File: config.mk
export PLATFORM = sky130hd
export DESIGN_NAME = maxu_core
export DESIGN_NICKNAME = d
export VERILOG_FILES = /design/src/include/maxu_pkg.sv /design/src/core/maxu_core.sv
export VERILOG_INCLUDE_DIRS = /design/src /design/src/include
export SDC_FILE = /design/constraint.sdc
export NUM_CORES = 1
export LEC_CHECK = 0
export BUFFER_PORTS_ARGS = -buffer_cell sky130_fd_sc_hd__clkbuf_2
export CAP_MARGIN = 20
export CORE_MARGIN = 3
export CORE_UTILIZATION = 55
export CTS_BUF_LIST = sky130_fd_sc_hd__clkbuf_4 sky130_fd_sc_hd__clkbuf_8
export DETAILED_ROUTE_END_ITERATION = 6
export GPL_TIMING_DRIVEN = 0
export PLACE_DENSITY = 0.79
export SYNTH_ARGS = -nofsm -noshare
export SYNTH_HDL_FRONTEND = slang
export SYNTH_SLANG_ARGS = --single-unit
File: constraint.sdc
create_clock -name pclk -period 3.3 [get_ports pclk]
set_clock_uncertainty 0.05 [all_clocks]
set_input_delay 0.495 -clock pclk [delete_from_list [all_inputs] [get_ports pclk]]
set_output_delay 0.495 -clock pclk [all_outputs]
set_load 0.02 [all_outputs]
File: src/include/maxu_consts.svh
// Constants for the address-fault exception unit.
// Assumes inclusion by bare name from the core, the assertions and the test.
`ifndef MAXU_CONSTS_SVH
`define MAXU_CONSTS_SVH
// Register byte offsets on APB
`define MAXU_OFS_FAULT 8'h00
`define MAXU_OFS_PAGE 8'h04
`define MAXU_OFS_CODE 8'h08
`define MAXU_OFS_VBASE 8'h0c
`define MAXU_OFS_STAT 8'h10
`define MAXU_OFS_SAVPC 8'h14
`define MAXU_OFS_SSTAT 8'h18
`define MAXU_OFS_SSTK 8'h1c
// Status register fields
`define MAXU_ST_PRIV 30
`define MAXU_ST_BANK 29
`define MAXU_ST_BLOCK 28
`define MAXU_ST_FPUOFF 15
`define MAXU_ST_MASK_HI 7
`define MAXU_ST_MASK_LO 4
`define MAXU_MASK_ALL 4'hf
`define MAXU_ST_RST 32'h700000f0
// Page entry high fields
`define MAXU_PAGE_HI 31
`define MAXU_PAGE_LO 10
// Exception codes
`define MAXU_EC_POR 12'h000
`define MAXU_EC_MRST 12'h020
`define MAXU_EC_MISS_RD 12'h040
`define MAXU_EC_MISS_WR 12'h060
`define MAXU_EC_IPW 12'h080
`define MAXU_EC_PROT_RD 12'h0a0
`define MAXU_EC_PROT_WR 12'h0c0
`define MAXU_EC_ADE_RD 12'h0e0
`define MAXU_EC_ADE_WR 12'h100
`define MAXU_EC_MULTI 12'h140
// Branch targets
`define MAXU_RESET_PC 32'ha0000000
`define MAXU_VOFS_MISS 32'h00000400
`define MAXU_VOFS_GEN 32'h00000100
`define MAXU_VBASE_RST 32'h00000000
`endif

File: src/include/maxu_pkg.sv
// Types shared by the address-fault exception unit and its bench.
// Assumes maxu_consts.svh on the include path.
package maxu_pkg;
    typedef enum logic [1:0] {
        MAXU_SZ_BYTE = 2'h0,
        MAXU_SZ_WORD = 2'h1,
        MAXU_SZ_LONG = 2'h2,
        MAXU_SZ_QUAD = 2'h3
    } maxu_size_t;

    // Instruction-fetch lookup result for one instruction
    typedef struct packed {
        logic valid;
        logic [31:0] addr;
        logic multi_hit;
        logic miss;
        logic prot;
    } maxu_fetch_t;

    // Operand lookup result for the same instruction
    typedef struct packed {
        logic valid;
        logic [31:0] addr;
        logic write;
        maxu_size_t size;
        logic multi_hit;
        logic miss;
        logic dirty;
        logic [1:0] prot;
    } maxu_opnd_t;

    // Architectural context of the instruction
    typedef struct packed {
        logic [31:0] pc;
        logic [31:0] r15;
    } maxu_ctx_t;
endpackage : maxu_pkg

File: src/core/maxu_core.sv
// Address-fault exception entry: translation and alignment faults.
// Assumes the pipeline presents at most one instruction per cycle, in
// program order, with its fetch and operand lookup results attached.
//
// Behaviour
// - Fetch multi-hit writes code 140 and branches to the reset address.
// - Operand multi-hit writes code 140 and branches to the reset address.
// - Multi-hit zeroes vector base, sets privilege, bank, block and mask bits, clears FPU-off.
// - Multi-hit requests manual-reset initialisation of core and peripherals.
// - Every fault loads fault address and page number; identifier kept.
// - General exceptions save pc, status and register 15.
// - General exception entry sets block, privilege and bank bits.
// - Operand miss writes 040 read or 060 write, vectors base plus 400.
// - Fetch miss writes 040 and vectors base plus 400.
// - Store hitting a clean page writes 080, vectors base plus 100.
// - Operand protection per two-bit field; user under 00 or 01 faults.
// - Operand protection fault writes 0a0 read or 0c0 write, base plus 100.
// - Fetch protection bit 0 is privileged only; fault writes 0a0.
// - Odd address on word access is a data address error.
// - Misaligned longword or quadword access is a data address error.
// - User access to the upper half is a data address error.
// - Data address error writes 0e0 read or 100 write, base plus 100.
// - General exception while blocked takes the manual-reset path instead.
//
// Added by the designer: the register addresses and the APB interface to the registers.
`timescale 1ns/100ps
`default_nettype none
`include "maxu_consts.svh"

module maxu_core
    import maxu_pkg::*;
#(
    parameter int ADDR_W = 32
) (
    // Clock and reset
    input wire logic pclk,
    input wire logic presetn,
    // APB slave
    input wire logic psel,
    input wire logic penable,
    input wire logic pwrite,
    input wire logic [7:0] paddr,
    input wire logic [31:0] pwdata,
    output logic [31:0] prdata,
    output logic pready,
    output logic pslverr,
    // Pipeline side
    input wire maxu_fetch_t fetch_in,
    input wire maxu_opnd_t opnd_in,
    input wire maxu_ctx_t ctx_in,
    // Exception entry
    output logic exc_take,
    output logic [31:0] exc_target,
    output logic mreset_req,
    output logic [31:0] status_out
);

    if (ADDR_W != 32) begin : g_width_check
        $error("maxu_core serves 32-bit addresses only");
    end

    // ------------------------------------------------------------
    // Architectural registers
    // ------------------------------------------------------------
    logic [31:0] fault_address_reg;
    logic [31:0] page_entry_high_reg;
    logic [31:0] exception_code_reg;
    logic [31:0] vector_base_reg;
    logic [31:0] status_reg;
    logic [31:0] saved_pc_reg;
    logic [31:0] saved_status_reg;
    logic [31:0] saved_stack_reg;
    logic [31:0] prdata_r;
    logic exc_take_r;
    logic [31:0] exc_target_r;
    logic mreset_r;

    // ------------------------------------------------------------
    // Fault detection
    // ------------------------------------------------------------
    wire user_mode = ~status_reg[`MAXU_ST_PRIV];
    wire blocked = status_reg[`MAXU_ST_BLOCK];
    wire fv = fetch_in.valid;
    wire ov = opnd_in.valid;

    wire f_multi = fv & fetch_in.multi_hit;
    wire f_miss = fv & ~fetch_in.multi_hit & fetch_in.miss;
    wire f_prot = fv & ~fetch_in.multi_hit & ~fetch_in.miss
        & user_mode & ~fetch_in.prot;
    wire f_fault = f_multi | f_miss | f_prot;

    // Alignment per access size
    wire [2:0] oa = opnd_in.addr[2:0];
    wire mis_word = (opnd_in.size == MAXU_SZ_WORD) & oa[0];
    wire mis_long = (opnd_in.size == MAXU_SZ_LONG)
        & (oa[1:0] != 2'h0);
    wire mis_quad = (opnd_in.size == MAXU_SZ_QUAD)
        & (oa != 3'h0);
    wire user_hi = user_mode & opnd_in.addr[31];
    wire o_ade = ov & (mis_word | mis_long | mis_quad | user_hi);

    // Address errors are found before the lookup, so they win
    wire o_multi = ov & ~o_ade & opnd_in.multi_hit;
    wire o_look = ov & ~o_ade & ~opnd_in.multi_hit;
    wire o_miss = o_look & opnd_in.miss;
    wire o_hit = o_look & ~opnd_in.miss;

    // User under 00/01 is denied; writes need bit 0 set
    wire perm_user_ok = opnd_in.prot[1];
    wire perm_wr_ok = opnd_in.prot[0];
    wire prot_bad = (user_mode & ~perm_user_ok)
        | (opnd_in.write & ~perm_wr_ok);
    wire o_prot = o_hit & prot_bad;
    wire o_ipw = o_hit & ~prot_bad & opnd_in.write
        & ~opnd_in.dirty;

    // Fetch faults belong to an earlier stage than the operand access
    wire o_fault = ~f_fault
        & (o_ade | o_multi | o_miss | o_prot | o_ipw);
    wire any_fault = f_fault | o_fault;
    wire is_multi = f_multi | (o_fault & o_multi);
    wire is_general = any_fault & ~is_multi;
    wire to_mreset = is_general & blocked;
    wire to_reset = is_multi | to_mreset;
    wire save_ctx = is_general & ~blocked;

    wire [31:0] fault_addr = f_fault ? fetch_in.addr : opnd_in.addr;
    wire wr = opnd_in.write;

    // ------------------------------------------------------------
    // Code and target selection
    // ------------------------------------------------------------
    wire [11:0] code_fetch = f_miss ? `MAXU_EC_MISS_RD
        : `MAXU_EC_PROT_RD;
    wire [11:0] code_ade = wr ? `MAXU_EC_ADE_WR
        : `MAXU_EC_ADE_RD;
    wire [11:0] code_miss = wr ? `MAXU_EC_MISS_WR
        : `MAXU_EC_MISS_RD;
    wire [11:0] code_prot = wr ? `MAXU_EC_PROT_WR
        : `MAXU_EC_PROT_RD;
    wire [11:0] code_opnd = o_ade ? code_ade
        : o_miss ? code_miss
        : o_prot ? code_prot
        : `MAXU_EC_IPW;
    wire [11:0] code_gen = f_fault ? code_fetch : code_opnd;
    wire [11:0] code_sel = is_multi ? `MAXU_EC_MULTI
        : to_mreset ? `MAXU_EC_MRST
        : code_gen;

    wire use_miss_vec = f_miss | (o_fault & o_miss);
    wire [31:0] vofs = use_miss_vec ? `MAXU_VOFS_MISS
        : `MAXU_VOFS_GEN;
    wire [31:0] target_sel = to_reset ? `MAXU_RESET_PC
        : vector_base_reg + vofs;

    // Status image after a reset-like entry
    logic [31:0] st_init;
    always_comb begin
        st_init = status_reg;
        st_init[`MAXU_ST_PRIV] = 1'b1;
        st_init[`MAXU_ST_BANK] = 1'b1;
        st_init[`MAXU_ST_BLOCK] = 1'b1;
        st_init[`MAXU_ST_FPUOFF] = 1'b0;
        st_init[`MAXU_ST_MASK_HI:`MAXU_ST_MASK_LO] = `MAXU_MASK_ALL;
    end

    // Status image after a general entry
    logic [31:0] st_gen;
    always_comb begin
        st_gen = status_reg;
        st_gen[`MAXU_ST_PRIV] = 1'b1;
        st_gen[`MAXU_ST_BANK] = 1'b1;
        st_gen[`MAXU_ST_BLOCK] = 1'b1;
    end

    // ------------------------------------------------------------
    // APB decode
    // ------------------------------------------------------------
    wire setup = psel & ~penable;
    wire wr_en = psel & penable & pwrite;
    wire a_fault = paddr == `MAXU_OFS_FAULT;
    wire a_page = paddr == `MAXU_OFS_PAGE;
    wire a_code = paddr == `MAXU_OFS_CODE;
    wire a_vbase = paddr == `MAXU_OFS_VBASE;
    wire a_stat = paddr == `MAXU_OFS_STAT;
    wire a_savpc = paddr == `MAXU_OFS_SAVPC;
    wire a_sstat = paddr == `MAXU_OFS_SSTAT;
    wire a_sstk = paddr == `MAXU_OFS_SSTK;
    wire mapped = a_fault | a_page | a_code | a_vbase | a_stat
        | a_savpc | a_sstat | a_sstk;

    assign pready = 1'b1;
    assign pslverr = psel & penable & ~mapped;

    wire [31:0] rd_mux = a_fault ? fault_address_reg
        : a_page ? page_entry_high_reg
        : a_code ? exception_code_reg
        : a_vbase ? vector_base_reg
        : a_stat ? status_reg
        : a_savpc ? saved_pc_reg
        : a_sstat ? saved_status_reg
        : a_sstk ? saved_stack_reg
        : 32'h00000000;

    // ------------------------------------------------------------
    // Next-state values; a fault entry wins over a software write
    // ------------------------------------------------------------
    wire [31:0] page_fault_img = {fault_addr[`MAXU_PAGE_HI:`MAXU_PAGE_LO],
        page_entry_high_reg[`MAXU_PAGE_LO-1:0]};

    wire [31:0] fault_nxt = any_fault ? fault_addr
        : (wr_en & a_fault) ? pwdata : fault_address_reg;
    wire [31:0] page_nxt = any_fault ? page_fault_img
        : (wr_en & a_page) ? pwdata : page_entry_high_reg;
    wire [31:0] code_nxt = any_fault ? {20'h00000, code_sel}
        : (wr_en & a_code) ? pwdata : exception_code_reg;
    wire [31:0] vbase_nxt = to_reset ? `MAXU_VBASE_RST
        : (wr_en & a_vbase) ? pwdata : vector_base_reg;
    wire [31:0] stat_nxt = to_reset ? st_init
        : save_ctx ? st_gen
        : (wr_en & a_stat) ? pwdata : status_reg;
    wire [31:0] savpc_nxt = save_ctx ? ctx_in.pc
        : (wr_en & a_savpc) ? pwdata : saved_pc_reg;
    wire [31:0] sstat_nxt = save_ctx ? status_reg
        : (wr_en & a_sstat) ? pwdata : saved_status_reg;
    wire [31:0] sstk_nxt = save_ctx ? ctx_in.r15
        : (wr_en & a_sstk) ? pwdata : saved_stack_reg;
    wire [31:0] prdata_nxt = setup ? rd_mux : prdata_r;

    // ------------------------------------------------------------
    // Registers
    // ------------------------------------------------------------
    always_ff @(posedge pclk or negedge presetn) begin
        if (!presetn) begin
            fault_address_reg <= 32'h00000000;
            page_entry_high_reg <= 32'h00000000;
            exception_code_reg <= {20'h00000, `MAXU_EC_POR};
            vector_base_reg <= `MAXU_VBASE_RST;
            status_reg <= `MAXU_ST_RST;
        end else begin
            fault_address_reg <= fault_nxt;
            page_entry_high_reg <= page_nxt;
            exception_code_reg <= code_nxt;
            vector_base_reg <= vbase_nxt;
            status_reg <= stat_nxt;
        end
    end

    always_ff @(posedge pclk or negedge presetn) begin
        if (!presetn) begin
            saved_pc_reg <= 32'h00000000;
            saved_status_reg <= 32'h00000000;
            saved_stack_reg <= 32'h00000000;
            prdata_r <= 32'h00000000;
        end else begin
            saved_pc_reg <= savpc_nxt;
            saved_status_reg <= sstat_nxt;
            saved_stack_reg <= sstk_nxt;
            prdata_r <= prdata_nxt;
        end
    end

    // Entry strobe and target are registered, one cycle after the fault
    always_ff @(posedge pclk or negedge presetn) begin
        if (!presetn) begin
            exc_take_r <= 1'b0;
            exc_target_r <= `MAXU_RESET_PC;
            mreset_r <= 1'b0;
        end else begin
            exc_take_r <= any_fault;
            exc_target_r <= any_fault ? target_sel : exc_target_r;
            mreset_r <= to_reset;
        end
    end

    // ------------------------------------------------------------
    // Outputs
    // ------------------------------------------------------------
    assign prdata = prdata_r;
    assign exc_take = exc_take_r;
    assign exc_target = exc_target_r;
    assign mreset_req = mreset_r;
    assign status_out = status_reg;

endmodule : maxu_core
`default_nettype wire

* Yosys cells after proc, flatten, opt, wreduce, memory -nomap -nowiden
Cells that the tools add are included.
** Word-level totals
- ROM bits :: 0
- Output and inout bits :: 100
- RAM bits :: 0
- Word-level logic and storage cells :: 160
- Register bits after elaboration :: 322
- Input bits :: 186
- Bits in latches :: 0
- Memories :: 0
** Cells by class
- Muxes and demuxes :: 38
- Equality and inequality tests :: 11
- Divide/modulo/power cells :: 0
- Bitwise logic cells :: 80
- Shifts and indexed selects :: 0
- Order comparisons :: 0
- Multiply operators :: 0
- Add/subtract/negate cells :: 1
- Reduce and logical (&&, ||, !) cells :: 15
** Operators by type and width (number)
- 2-to-1 mux 32 bit :: 24
- 2-to-1 mux 31 bit :: 3
- 2-to-1 mux 9 bit :: 5
- AND 1 bit :: 40
- adder 32 x 11 -> 32 bit :: 1
- == test 8 x 5 -> 1 bit (second input constant) :: 4
- OR 1 bit :: 21
- NOT 1 bit :: 19
- nonzero test 2 bit :: 9
- == test 8 x 4 -> 1 bit (second input constant) :: 2
- 2-to-1 mux 8 bit :: 2
- 2-to-1 mux 7 bit :: 2
- 2-to-1 mux 11 bit :: 1
- == test 8 x 3 -> 1 bit (second input constant) :: 1
- zero test 8 bit :: 1
- 2-to-1 mux 6 bit :: 1
- nonzero test 3 bit :: 2
- == test 2 bit (second input constant) :: 2
- AND reduction 2 bit :: 2
- AND reduction 3 bit :: 1
- == test 2 x 1 -> 1 bit (second input constant) :: 1
- != test 2 bit (second input constant) :: 1

* Longest topological paths before layout
Gate-level depths: netlist of the first run.
- Depth after elaboration :: 23
- Mapped depth :: 12
- Gate-level depth less buffers :: 11

* Worst setup path after synthesis of the first run
OpenSTA, ideal clock, no wires.
- Path type :: reg2reg
- Start :: reg status_reg[30], in the netlist status_out[30]
- End :: reg exc_target_r[31], in the netlist exc_target[31]
- Arrival time :: 2762 ps
- Setup time :: 73 ps
- Data required time :: 3177 ps
- Cell stages (with the launch flop) :: 13
- Setup slack :: 415 ps
- Path buffers :: 1
- Cells stage by stage :: dfstp_2 > nor2_1 > o31ai_1 > clkbuf_1 > a41oi_1 > inv_1 > ha_1 > a31oi_1 > and4bb_2 > nand2b_1 > nor2_1 > xnor2_1 > a21oi_1
** On the way
- Cells in the longest elaborated chain, start to end :: 20
** Ends and longest elaborated chain
- start, declared :: RTL line maxu_core.sv:69 : logic [31:0] status_reg;
- start signal, assigned :: RTL line maxu_core.sv:239 : status_reg <= `MAXU_ST_RST;
- start signal, assigned :: RTL line maxu_core.sv:245 : status_reg <= stat_nxt;
- NOT 1 bit (*) :: RTL line maxu_core.sv:81 : wire user_mode = ~status_reg[`MAXU_ST_PRIV];
- parallel branches: the longest is 19 deep, another holds AND 1 bit
- end signal, assigned :: RTL line maxu_core.sv:267 : exc_target_r <= `MAXU_RESET_PC;
- end signal, assigned :: RTL line maxu_core.sv:271 : exc_target_r <= any_fault ? target_sel : exc_target_r;
- end, declared :: RTL line maxu_core.sv:75 : logic [31:0] exc_target_r;
Every way passes the cells marked *.
A chain may end at the register's enable or synchronous reset.

* Worst setup path in the final report of the first run
- Start :: reg status_reg[30], in the netlist status_out[30]
- End :: reg saved_stack_reg[13]
** On the way
- Cells in the longest elaborated chain, start to end :: 19
** Ends and longest elaborated chain
- NOT 1 bit (*) :: RTL line maxu_core.sv:81
- AND 1 bit :: RTL line maxu_core.sv:99 : wire user_hi = user_mode & opnd_in.addr[31];
- OR 1 bit :: RTL line maxu_core.sv:100 : wire o_ade = ov & (mis_word | mis_long | mis_quad | user_hi);
- AND 1 bit :: RTL line maxu_core.sv:100
- NOT 1 bit :: RTL line maxu_core.sv:103, maxu_core.sv:104
- AND 1 bit :: RTL line maxu_core.sv:103, maxu_core.sv:104
- AND 1 bit :: RTL line maxu_core.sv:104 : wire o_look = ov & ~o_ade & ~opnd_in.multi_hit;
- AND 1 bit :: RTL line maxu_core.sv:106 : wire o_hit = o_look & ~opnd_in.miss;
- [... 3 more ...]
- OR 1 bit :: RTL line maxu_core.sv:119 : & (o_ade | o_multi | o_miss | o_prot | o_ipw);
- AND 1 bit :: RTL line maxu_core.sv:119
- AND 1 bit :: RTL line maxu_core.sv:121 : wire is_multi = f_multi | (o_fault & o_multi);
- OR 1 bit :: RTL line maxu_core.sv:121
- NOT 1 bit :: RTL line maxu_core.sv:122 : wire is_general = any_fault & ~is_multi;
- AND 1 bit (*) :: RTL line maxu_core.sv:122
- AND 1 bit (*) :: RTL line maxu_core.sv:125 : wire save_ctx = is_general & ~blocked;
- 2-to-1 mux 32 bit / nonzero test 2 bit (equally long branches)
- end signal, assigned :: RTL line maxu_core.sv:258 : saved_stack_reg <= sstk_nxt;
- end, declared :: RTL line maxu_core.sv:72 : logic [31:0] saved_stack_reg;
Mark *: on every way between the ends. The rest lies on a longest branch, timed or not.

==> results of run 1 <==
[per-stage QoR]
step	worst slack, ps	cell area (µm²)
floorplan	415	16200
global placement	-5160	18000
detailed placement	-615	18100
CTS	12.9	19200
global route	-3.97	19300
finish	46.7	19300
[cell usage after synthesis, types with 4 or more instances]
master       n
o2bb2ai_1    4
mux2_2      41
buf_1        9
nand2_1    313
nand2b_1     4
mux2_4      16
a221o_1      4
o21ai_1     26
o22ai_1     55
o21ai_0    175
a21oi_1    122
nand3_1     16
nor2b_1      5
a22oi_1     24
a22o_1      12
buf_6        7
and3_1       5
mux2i_1    179
a222oi_1     6
dfstp_2      9
a311oi_1     4
xor2_1       9
nor2_1      28
xnor2_1     13
o31ai_1      7
and2_1       4
a31oi_1      9
o22a_1       7
a21o_1       7
o211ai_1    26
clkbuf_1    94
buf_2       31
dfrtp_1    313
nand4_1      6
[worst max-delay path, stage by stage, from the launching register on]
cell and delay [ps]:
dfstp_2 440, buf_4 160, nor2_1 200, a211o_1 250, a22oi_1 160, a211oi_1 580
buf_2 380, clkbuf_1 590, o21ai_0 240
[power breakdown]
part	internal, mW	total [mW]	switching (mW)	leakage (nW)
Sequential	4.20	4.36	0.167	4.22
Combinational	0.407	1.08	0.674	4.25
Clock	2.11	3.79	1.68	0.618
Total	6.72	9.24	2.52	9.08
[logic make-up (layout without fill, tap and decap cells)]
kind of cell	count (synthesis)	after routing	synth area share
compound gates	511	511	0.188
simple gates	403	403	0.106
flops	322	322	0.497
mux	236	236	0.154
buf+inv	148	507	0.0406
xor+xnor	22	22	0.0119
fa+ha+maj	3	3	0.00231
other cells	1	4	0.000231
[final cells by class]
cell class | instances | area (µm²) | share of cell area
diodes | 3 | 7.51 | 0.000389
multi-input cells | 1176 | 7570 | 0.392
well taps | 384 | 480 | 0.0249
repair buffers | 263 | 1380 | 0.0713
plain buffers | 144 | 647 | 0.0335
clock inverters | 5 | 28.8 | 0.00149
clock buffers | 91 | 1110 | 0.0577
flip-flops and latches | 322 | 8070 | 0.418
inverters | 4 | 15.0 | 0.000777
[metal layers]
| layer | track usage | part of all wire |
|---|---|---|
| met2 | 0.572 | 0.45 |
| met1 | 0.503 | 0.38 |
| met3 | 0.105 | 0.13 |
| met5 | 0 | 0.00035 |
| met4 | 0.156 | 0.044 |
[repair_timing]
| item | in CTS | in global routing |
|---|---|---|
| pin swaps | 0 | 2 |
| hold buffers | 0 | 0 |
| buffers inserted | 0 | 3 |
| endpoints found under the setup margin | 21 | 13 |
| gates cloned | 0 | 0 |
| gates resized for setup | 9 | 5 |
[final timing paths]
kind                                       startpoint                                to  depth (start not counted)
setup / recovery           status_out[30]$_DFFE_PN1P_   saved_stack_reg[13]$_DFFE_PN0P_                          8
hold / removal                                presetn            prdata[12]$_DFFE_PN0P_                          1
setup reg to reg           status_out[30]$_DFFE_PN1P_   saved_stack_reg[13]$_DFFE_PN0P_                          8
hold reg to reg            exc_target[23]$_DFFE_PN0N_        exc_target[23]$_DFFE_PN0N_                          2
max in group asynchronous                     presetn  saved_status_reg[22]$_DFFE_PN0P_                          2
min in group pclk                          ctx_in[10]   saved_stack_reg[10]$_DFFE_PN0P_                          3
==> results.ini, run 1 <==
[place]
hpwl_um=42400
portBuffers=258
gp_congestion=0.965
dp.cells=2290

[min_path]
hold_path.class=in -> async

[cells_and_area]
fin_cells=2392
nets=2153
final_cell_mix=nand2_1 (313), dfrtp_1 (313), clkbuf_2 (257)
syn_to_final_growth_pct=19.0
layout-drive-gt1-share=0.244
final_util=0.669
fillers=2345

[clock_tree]
clockRootBuffer=clkbuf_8
cts-buffers-inserted=53
clock_latency_ps=610
clock_sinks=322
clk_pin_slew_worst_paths_ps=70
cts_tree=done
htree_num_levels=2
cts_buffer_depth=3

[pwr]
peakVddDrop_v=0.000284
p_leak_nw=9.08
power.density_mw_per_mm2=478
p_total_mw=9.24

[sta]
finalCritPeriodShare=0.986
whs_ps=-0.734
hold_viol_final=2
slew_headroom=0.194
maxSlewViolCount=0
worstMarginPinSlew_ps=1200
setup_violations=0
fmax_ghz=0.307
tns_ps=0
min_period_ps=3250

[route]
drt-initial-drc-count=2308
drt_pre_antenna_iters=6
drc=0
vias_per_cell=6.47
vias=15477
wirelength_um=60500
ant_nets=0
wire_per_inst_um=25.3

[logic_synthesis]
yosys_warnings=0
ys_ff_latch=322
synth_area_leader_cell=dfrtp_1
ys_seq_area_frac=0.497
synthTopCellsByArea=dfrtp_1 (48%), mux2i_1 (11%), nand2_1 (7.2%)
synth_edf_count=0
synth.avg_cell_area_um2=9.86
synth_top_cell_area_share=0.483
synthCells=1646
async_flop_share=1.00
ys.flop_type=dfrtp_1
synth_fp_nets=1835
syn-cell-area_mm2=0.0162
synth_cell_types=67

[global_routing]
grtUsageTotal=0.374
grt_max_degree=118
grt_pass1_vias=14882
grt_pass1_wl_um=88800
antenna_found_initial=4
grt_overflow=0

[floorplan]
die_h_um=178
fp.dieW_um=178
die_area_mm2=0.0316
rows=62
core_area_mm2=0.0289
initial_utilization=0.562
ioPinCount=286

[critical_path]
cp-end-kind=register
start_kind=register
cp_max_fo=10
criticalPathCategory=reg -> reg
regToRegSetupSlack_ps=50
worst_ep_required_time_ps=3680
cp.arrival_ps=3640

[run_status]
violations=hold timing
status=finished, violations left

[run]
cap_violations=0

Note: power is estimated with default switching activity, not from simulation.
==> inputs of run 2 (changes only) <==
--- a/config.mk
+++ b/config.mk
@@ -14,6 +14,7 @@
 export DETAILED_ROUTE_END_ITERATION = 6
 export GPL_TIMING_DRIVEN = 0
 export PLACE_DENSITY = 0.79
+export SETUP_SLACK_MARGIN = 0.1
 export SYNTH_ARGS = -nofsm -noshare
 export SYNTH_HDL_FRONTEND = slang
 export SYNTH_SLANG_ARGS = --single-unit
==> run 2 against run 1 <==
The run now ends clean. Via count decreased by 0.27%. Worst setup slack improved by 100 ps. Hold slack improved by 9.7 ps. Non-clock buffer count unchanged. Cell area unchanged. Final cell count unchanged. Utilization unchanged. Sequential power about the same. Routed wire length about the same. Clock-buffer cell count unchanged. Combinational power about the same. Critical endpoint unchanged. Largest cell class unchanged. Largest power group unchanged. Highest routed layer unchanged.
==> results.ini, run 2 (synthesized netlist as in run 1, its figures left out) <==
[pwr]
power.internal_mw=6.72  ; about the same
p_leak_nw=9.08  ; unchanged
comb_power_share=0.117  ; about the same
power_switching_share=0.273  ; -0.000411
peakVddDrop_v=0.000284  ; +0.29%
p_seq_frac=0.473  ; about the same
power.switching_mw=2.52  ; -0.20%
p_total_mw=9.23  ; about the same
power.density_mw_per_mm2=478  ; about the same
clock_power_share=0.410  ; about the same

[clock_tree]
clock_latency_ps=600  ; about the same
clockRootBuffer=clkbuf_8
htree_num_levels=2  ; unchanged
clk_pin_slew_worst_paths_ps=70  ; about the same
clock_sinks=322  ; unchanged
cts_tree=done
cts-buffers-inserted=53  ; unchanged
cts_buffer_depth=3  ; unchanged

[floorplan]
die_h_um=178  ; unchanged
ioPinCount=286  ; unchanged
initial_utilization=0.562  ; unchanged
core_area_mm2=0.0289  ; unchanged
die_area_mm2=0.0316  ; unchanged
rows=62  ; unchanged
fp.dieW_um=178  ; unchanged

[global_routing]
grt_pass1_wl_um=88900  ; +0.16%
grtUsageTotal=0.375  ; +0.000553
grt_pass1_vias=14902  ; +0.13%
grt_overflow=0  ; unchanged
antenna_found_initial=4  ; unchanged
grt_max_degree=118  ; unchanged

[sta]
fmax_ghz=0.318  ; +3.3%
maxSlewViolCount=0  ; unchanged
slew_headroom=0.172  ; -0.0223
finalCritPeriodShare=0.954  ; -0.0315
setup_violations=0  ; unchanged
worstMarginPinSlew_ps=1240  ; +33.3 ps
rsz0062_at_grt=false
min_period_ps=3150  ; -104 ps
hold_viol_final=0  ; -2

[critical_path]
crit_chain=nor2b_1 -> a211o_4 -> a22oi_1 -> a211oi_1 -> buf_2 -> clkbuf_1 -> o21ai_0
cp_max_fo=10  ; unchanged
cp.arrival_ps=3520  ; -120 ps
criticalPathCategory=reg -> reg
worstPathBufferInverterCount=2  ; -1
timing.rr.end=saved_stack_reg[13]$_DFFE_PN0P_
max_stage_delay_ps=600  ; about the same
worst_ep_required_time_ps=3670  ; about the same
regToRegSetupSlack_ps=150  ; +100 ps
cp-end-kind=register
timing.rr.start=status_out[30]$_DFFE_PN1P_
reg2regPathDepth=7  ; -1
start_kind=register
cp_slowest_cell=a211oi_1
cpLargestDelayFamily=compound AO/OA/AOI/OAI gates

[cells_and_area]
layout-drive-gt1-share=0.244  ; unchanged
final_cell_mix=nand2_1 (313), dfrtp_1 (313), clkbuf_2 (257)
nets=2153  ; unchanged
syn_to_final_growth_pct=19.0  ; unchanged
fin_area_mm2=0.0193  ; unchanged

[place]
dpl-instance-area_mm2=0.0181  ; unchanged
hpwl_um=42400  ; unchanged
portBuffers=258  ; unchanged
gp_congestion=0.965  ; unchanged

[route]
wirelength_um=60600  ; about the same
drt_pre_antenna_iters=7  ; +1
ant_nets=0  ; unchanged
wire_per_inst_um=25.3  ; about the same
vias_per_cell=6.45  ; -0.27%
drc=0  ; unchanged
vias=15435  ; -0.27%
drt-initial-drc-count=2223  ; -3.7%

[min_path]
hold_path.class=in -> async

[run]
cap_violations=0  ; unchanged

[run_status]
status=finished clean

[run 2: cell counts in the layout (fill, tap and decap cells not counted)]
Identical to the previous run, type by type.
[run 2: power by group through the flow]
stage / clock network (mW) / logic [mW] / registers [mW]
after CTS: 3.76 / 1.06 / 4.36
after global placement: 0 / 1.01 / 4.41
after detailed placement: 0 / 1.05 / 4.42
final: 3.79 / 1.08 / 4.37
after floorplan: 0 / 0.541 / 4.42
after global routing: 3.95 / 1.17 / 4.38
[run 2: worst max path at each step]
stage | startpoint | to | slack [ps] | cells past startpoint
6_report | status_out[30]$_DFFE_PN1P_ | saved_stack_reg[13]$_DFFE_PN0P_ | 150 | 7
4_1_cts | status_out[30]$_DFFE_PN1P_ | exc_target[30]$_DFFE_PN0N_ | 100 | 11
3_3_place_gp | presetn | fault_address_reg[22]$_DFFE_PN0P_ | -5160 | 1
5_1_grt | status_out[30]$_DFFE_PN1P_ | exc_target[27]$_DFFE_PN0N_ | 120 | 12
2_1_floorplan | status_out[30]$_DFFE_PN1P_ | exc_target[31]$_DFFE_PN1N_ | 410 | 12
3_5_place_dp | status_out[30]$_DFFE_PN1P_ | exc_target[27]$_DFFE_PN0N_ | -620 | 12
[run 2: worst register-to-register path, cell delays in order, from the launching register on]
cell,delay (ps)
dfstp_2,420
nor2b_1,300
a211o_4,210
a22oi_1,150
a211oi_1,600
buf_2,390
clkbuf_1,600
o21ai_0,250
[run 2: area by class of cell]
class / count / area, µm²
inverter: 4 / 15.0
clock inverter: 5 / 28.8
sequential: 322 / 8070
multi-input combinational: 1176 / 7570
clock buffer: 91 / 1110
timing repair buffer: 263 / 1380
fill: 2346 / 9540
tap: 384 / 480
buffer: 144 / 647
antenna: 3 / 7.51
[run 2: per-stage QoR]
stage | worst slack [ps] | setup TNS [ps] | hold slack, ps | utilization | std cells
2_1_floorplan | 415 | 0 | 149 | - | 1646
3_3_place_gp | -5160 | -1642030 | 413 | 0.624 | 2288
3_5_place_dp | -615 | -10110 | 422 | 0.626 | 2290
4_1_cts | 95.9 | 0 | 33.9 | 0.668 | 2388
5_1_grt | 119 | 0 | 56.3 | 0.669 | 2391
6_report | 151 | 0 | 8.95 | 0.669 | 2392
[run 2: layer usage]
metal / global-route usage / wire length, µm / up-vias
met3: 0.104 / 7850 / 229
met1: 0.504 / 23000 / 7483
met2: 0.573 / 26800 / 1186
li1: - / - / 6533
met4: 0.157 / 2870 / 4
met5: 0 / 21 / -
[run 2: repair_timing]
item,CTS,global route
buffers inserted,2,1
pin swaps,1,2
gates resized for setup,9,5
hold buffers,0,0
setup endpoints to repair,21,13
hold endpoints to repair,0,0
==> inputs of run 3 (changes only) <==
--- a/config.mk
+++ b/config.mk
@@ -13,7 +13,7 @@
 export CTS_BUF_LIST = sky130_fd_sc_hd__clkbuf_4 sky130_fd_sc_hd__clkbuf_8
 export DETAILED_ROUTE_END_ITERATION = 6
 export GPL_TIMING_DRIVEN = 0
-export PLACE_DENSITY = 0.79
+export PLACE_DENSITY_LB_ADDON = 0.15
 export SETUP_SLACK_MARGIN = 0.1
 export SYNTH_ARGS = -nofsm -noshare
 export SYNTH_HDL_FRONTEND = slang
==> run 3 against run 2 <==
Maximum frequency is 1.4% higher. Global-route usage is 0.31 points higher. Hold slack better by 52 ps. Utilization is 0.34 points higher. Critical path type unchanged.
==> results.ini, run 3 (synthesized netlist as in run 1, its figures left out) <==
[run_status]
status=finished clean

[sta]
worstMarginPinSlew_ps=1140  ; -94.2 ps
rsz0062_at_grt=true
slew_headroom=0.239  ; +0.0673
setup_ws_ps=193  ; +42.4 ps
setup_violations=0  ; unchanged
maxSlewViolCount=0  ; unchanged
fmax_ghz=0.322  ; +1.4%
finalCritPeriodShare=0.942  ; -0.0128
min_period_ps=3110  ; -42.4 ps
hold_viol_final=0  ; unchanged

[global_routing]
grt_pass1_wl_um=89100  ; +0.19%
grt_pass1_vias=14985  ; +0.56%
grtUsageTotal=0.378  ; +0.00306
grt_max_degree=109  ; -7.6%
grt_overflow=0  ; unchanged
antenna_found_initial=2  ; -2

[floorplan]
ioPinCount=286  ; unchanged
initial_utilization=0.562  ; unchanged
die_area_mm2=0.0316  ; unchanged
rows=62  ; unchanged
core_area_mm2=0.0289  ; unchanged
die_h_um=178  ; unchanged
fp.dieW_um=178  ; unchanged

[place]
hpwl_um=43000  ; +1.4%
gp_congestion=0.937  ; -2.8%
portBuffers=258  ; unchanged
place_ws_ps=-608  ; +7.34 ps

[critical_path]
worst_ep_required_time_ps=3670  ; about the same
cp_slowest_cell=a211oi_1
crit_chain=nor2_1 -> a211o_1 -> a22oi_1 -> a211oi_1 -> buf_2 -> clkbuf_1 -> o21ai_0
criticalPathCategory=reg -> reg
cp_max_fo=10  ; unchanged
start_kind=register
max_stage_delay_ps=610  ; about the same
cp-end-kind=register
cp.arrival_ps=3470  ; -50 ps

[clock_tree]
cts_tree=done
clockRootBuffer=clkbuf_8
clock_latency_ps=590  ; about the same
cts-buffers-inserted=54  ; +1.9%
clock_sinks=322  ; unchanged
clk_pin_slew_worst_paths_ps=60  ; about the same
cts_buffer_depth=3  ; unchanged
htree_num_levels=2  ; unchanged

[cells_and_area]
syn_to_final_growth_pct=19.7
final_cell_mix=nand2_1 (313), dfrtp_1 (313), clkbuf_2 (258)
layout.area.seq_mm2=0.00807  ; unchanged
multiInputGateArea_mm2=0.00758  ; about the same
final_util=0.673  ; +0.00343
layout-drive-gt1-share=0.248  ; +0.00412
fillers=2417  ; +3.0%
nets=2159  ; +0.28%

[route]
drc=0  ; unchanged
drt-initial-drc-count=1909  ; -14%
vias_per_cell=6.35  ; -1.7%
drt_pre_antenna_iters=6  ; -1
ant_nets=0  ; unchanged
wire_per_inst_um=25.2  ; -0.61%
wirelength_um=60300  ; -0.41%
vias=15210  ; -1.5%

[run]
cap_violations=0  ; unchanged

[pwr]
p_leak_nw=9.13  ; +0.58%
power.density_mw_per_mm2=477  ; -0.31%
peakVddDrop_v=0.000359  ; +26%

[min_path]
hold_path.class=in -> reg

[run 3: cell count changes in the layout (fill, tap and decap cells not counted), sizes merged, moves of 2 or more]
cell	change
clkbuf	+5
diode	-2
clkinv	-3
buf	+4
[run 3: through the flow]
step | cell area [µm²] | total power, mW | cells | setup TNS [ps] | hold WS (ps)
floorplan | 16200 | 4.96 | 1646 | 0 | 149
global placement | 18000 | 5.43 | 2288 | -1693790 | 414
detailed placement | 18100 | 5.47 | 2291 | -9550 | 385
CTS | 19300 | 9.24 | 2391 | 0 | 47.7
global route | 19400 | 9.57 | 2396 | 0 | 59.4
finish | 19400 | 9.25 | 2397 | 0 | 61.0
[run 3: power by group]
group	switching [mW]	internal, mW
Sequential	0.162	4.20
Clock	1.62	2.19
Combinational	0.672	0.412
[run 3: cell type report]
class / count / share of cell area
clock buffer: 96 / 0.0600
tap: 384 / 0.0248
sequential: 322 / 0.416
clock inverter: 2 / 0.000645
timing repair buffer: 268 / 0.0743
inverter: 4 / 0.000773
antenna: 1 / 0.000129
buffer: 144 / 0.0334
multi-input combinational: 1176 / 0.390
[run 3: repair_timing]
item | in CTS | in global routing
setup buffers | 1 | 4
gates resized for setup | 9 | 9
setup endpoints to repair | 21 | 22
hold buffers | 1 | 0
endpoints found under the hold margin | 37 | 0
pin swaps | 1 | 4
[run 3: layer usage]
layer,up-vias,track usage,share of wire,routed length (µm)
li1,6556,-,-,-
met1,7439,0.511,0.39,23700
met2,1023,0.594,0.45,27300
met3,188,0.0768,0.11,6510
met4,4,0.160,0.047,2820
met5,-,0,0.00048,29
[run 3: final timing paths]
path	startpoint	endpoint	slack [ps]	cells past startpoint
setup / recovery	status_out[30]$_DFFE_PN1P_	saved_stack_reg[14]$_DFFE_PN0P_	190	7
hold / removal	ctx_in[13]	saved_stack_reg[13]$_DFFE_PN0P_	60	3
setup reg to reg	status_out[30]$_DFFE_PN1P_	saved_stack_reg[14]$_DFFE_PN0P_	190	7
hold reg to reg	exc_target[21]$_DFFE_PN0N_	exc_target[21]$_DFFE_PN0N_	430	2
max in group asynchronous	presetn	fault_address_reg[25]$_DFFE_PN0P_	1640	4
min in group asynchronous	presetn	saved_stack_reg[13]$_DFFE_PN0P_	330	2
[run 3: critical path: cells and delay by family, from the launching register on]
kind,cells,cell delay (ps)
flops,1,440
compound gates,4,1250
buf+inv,2,930
simple gates,1,250
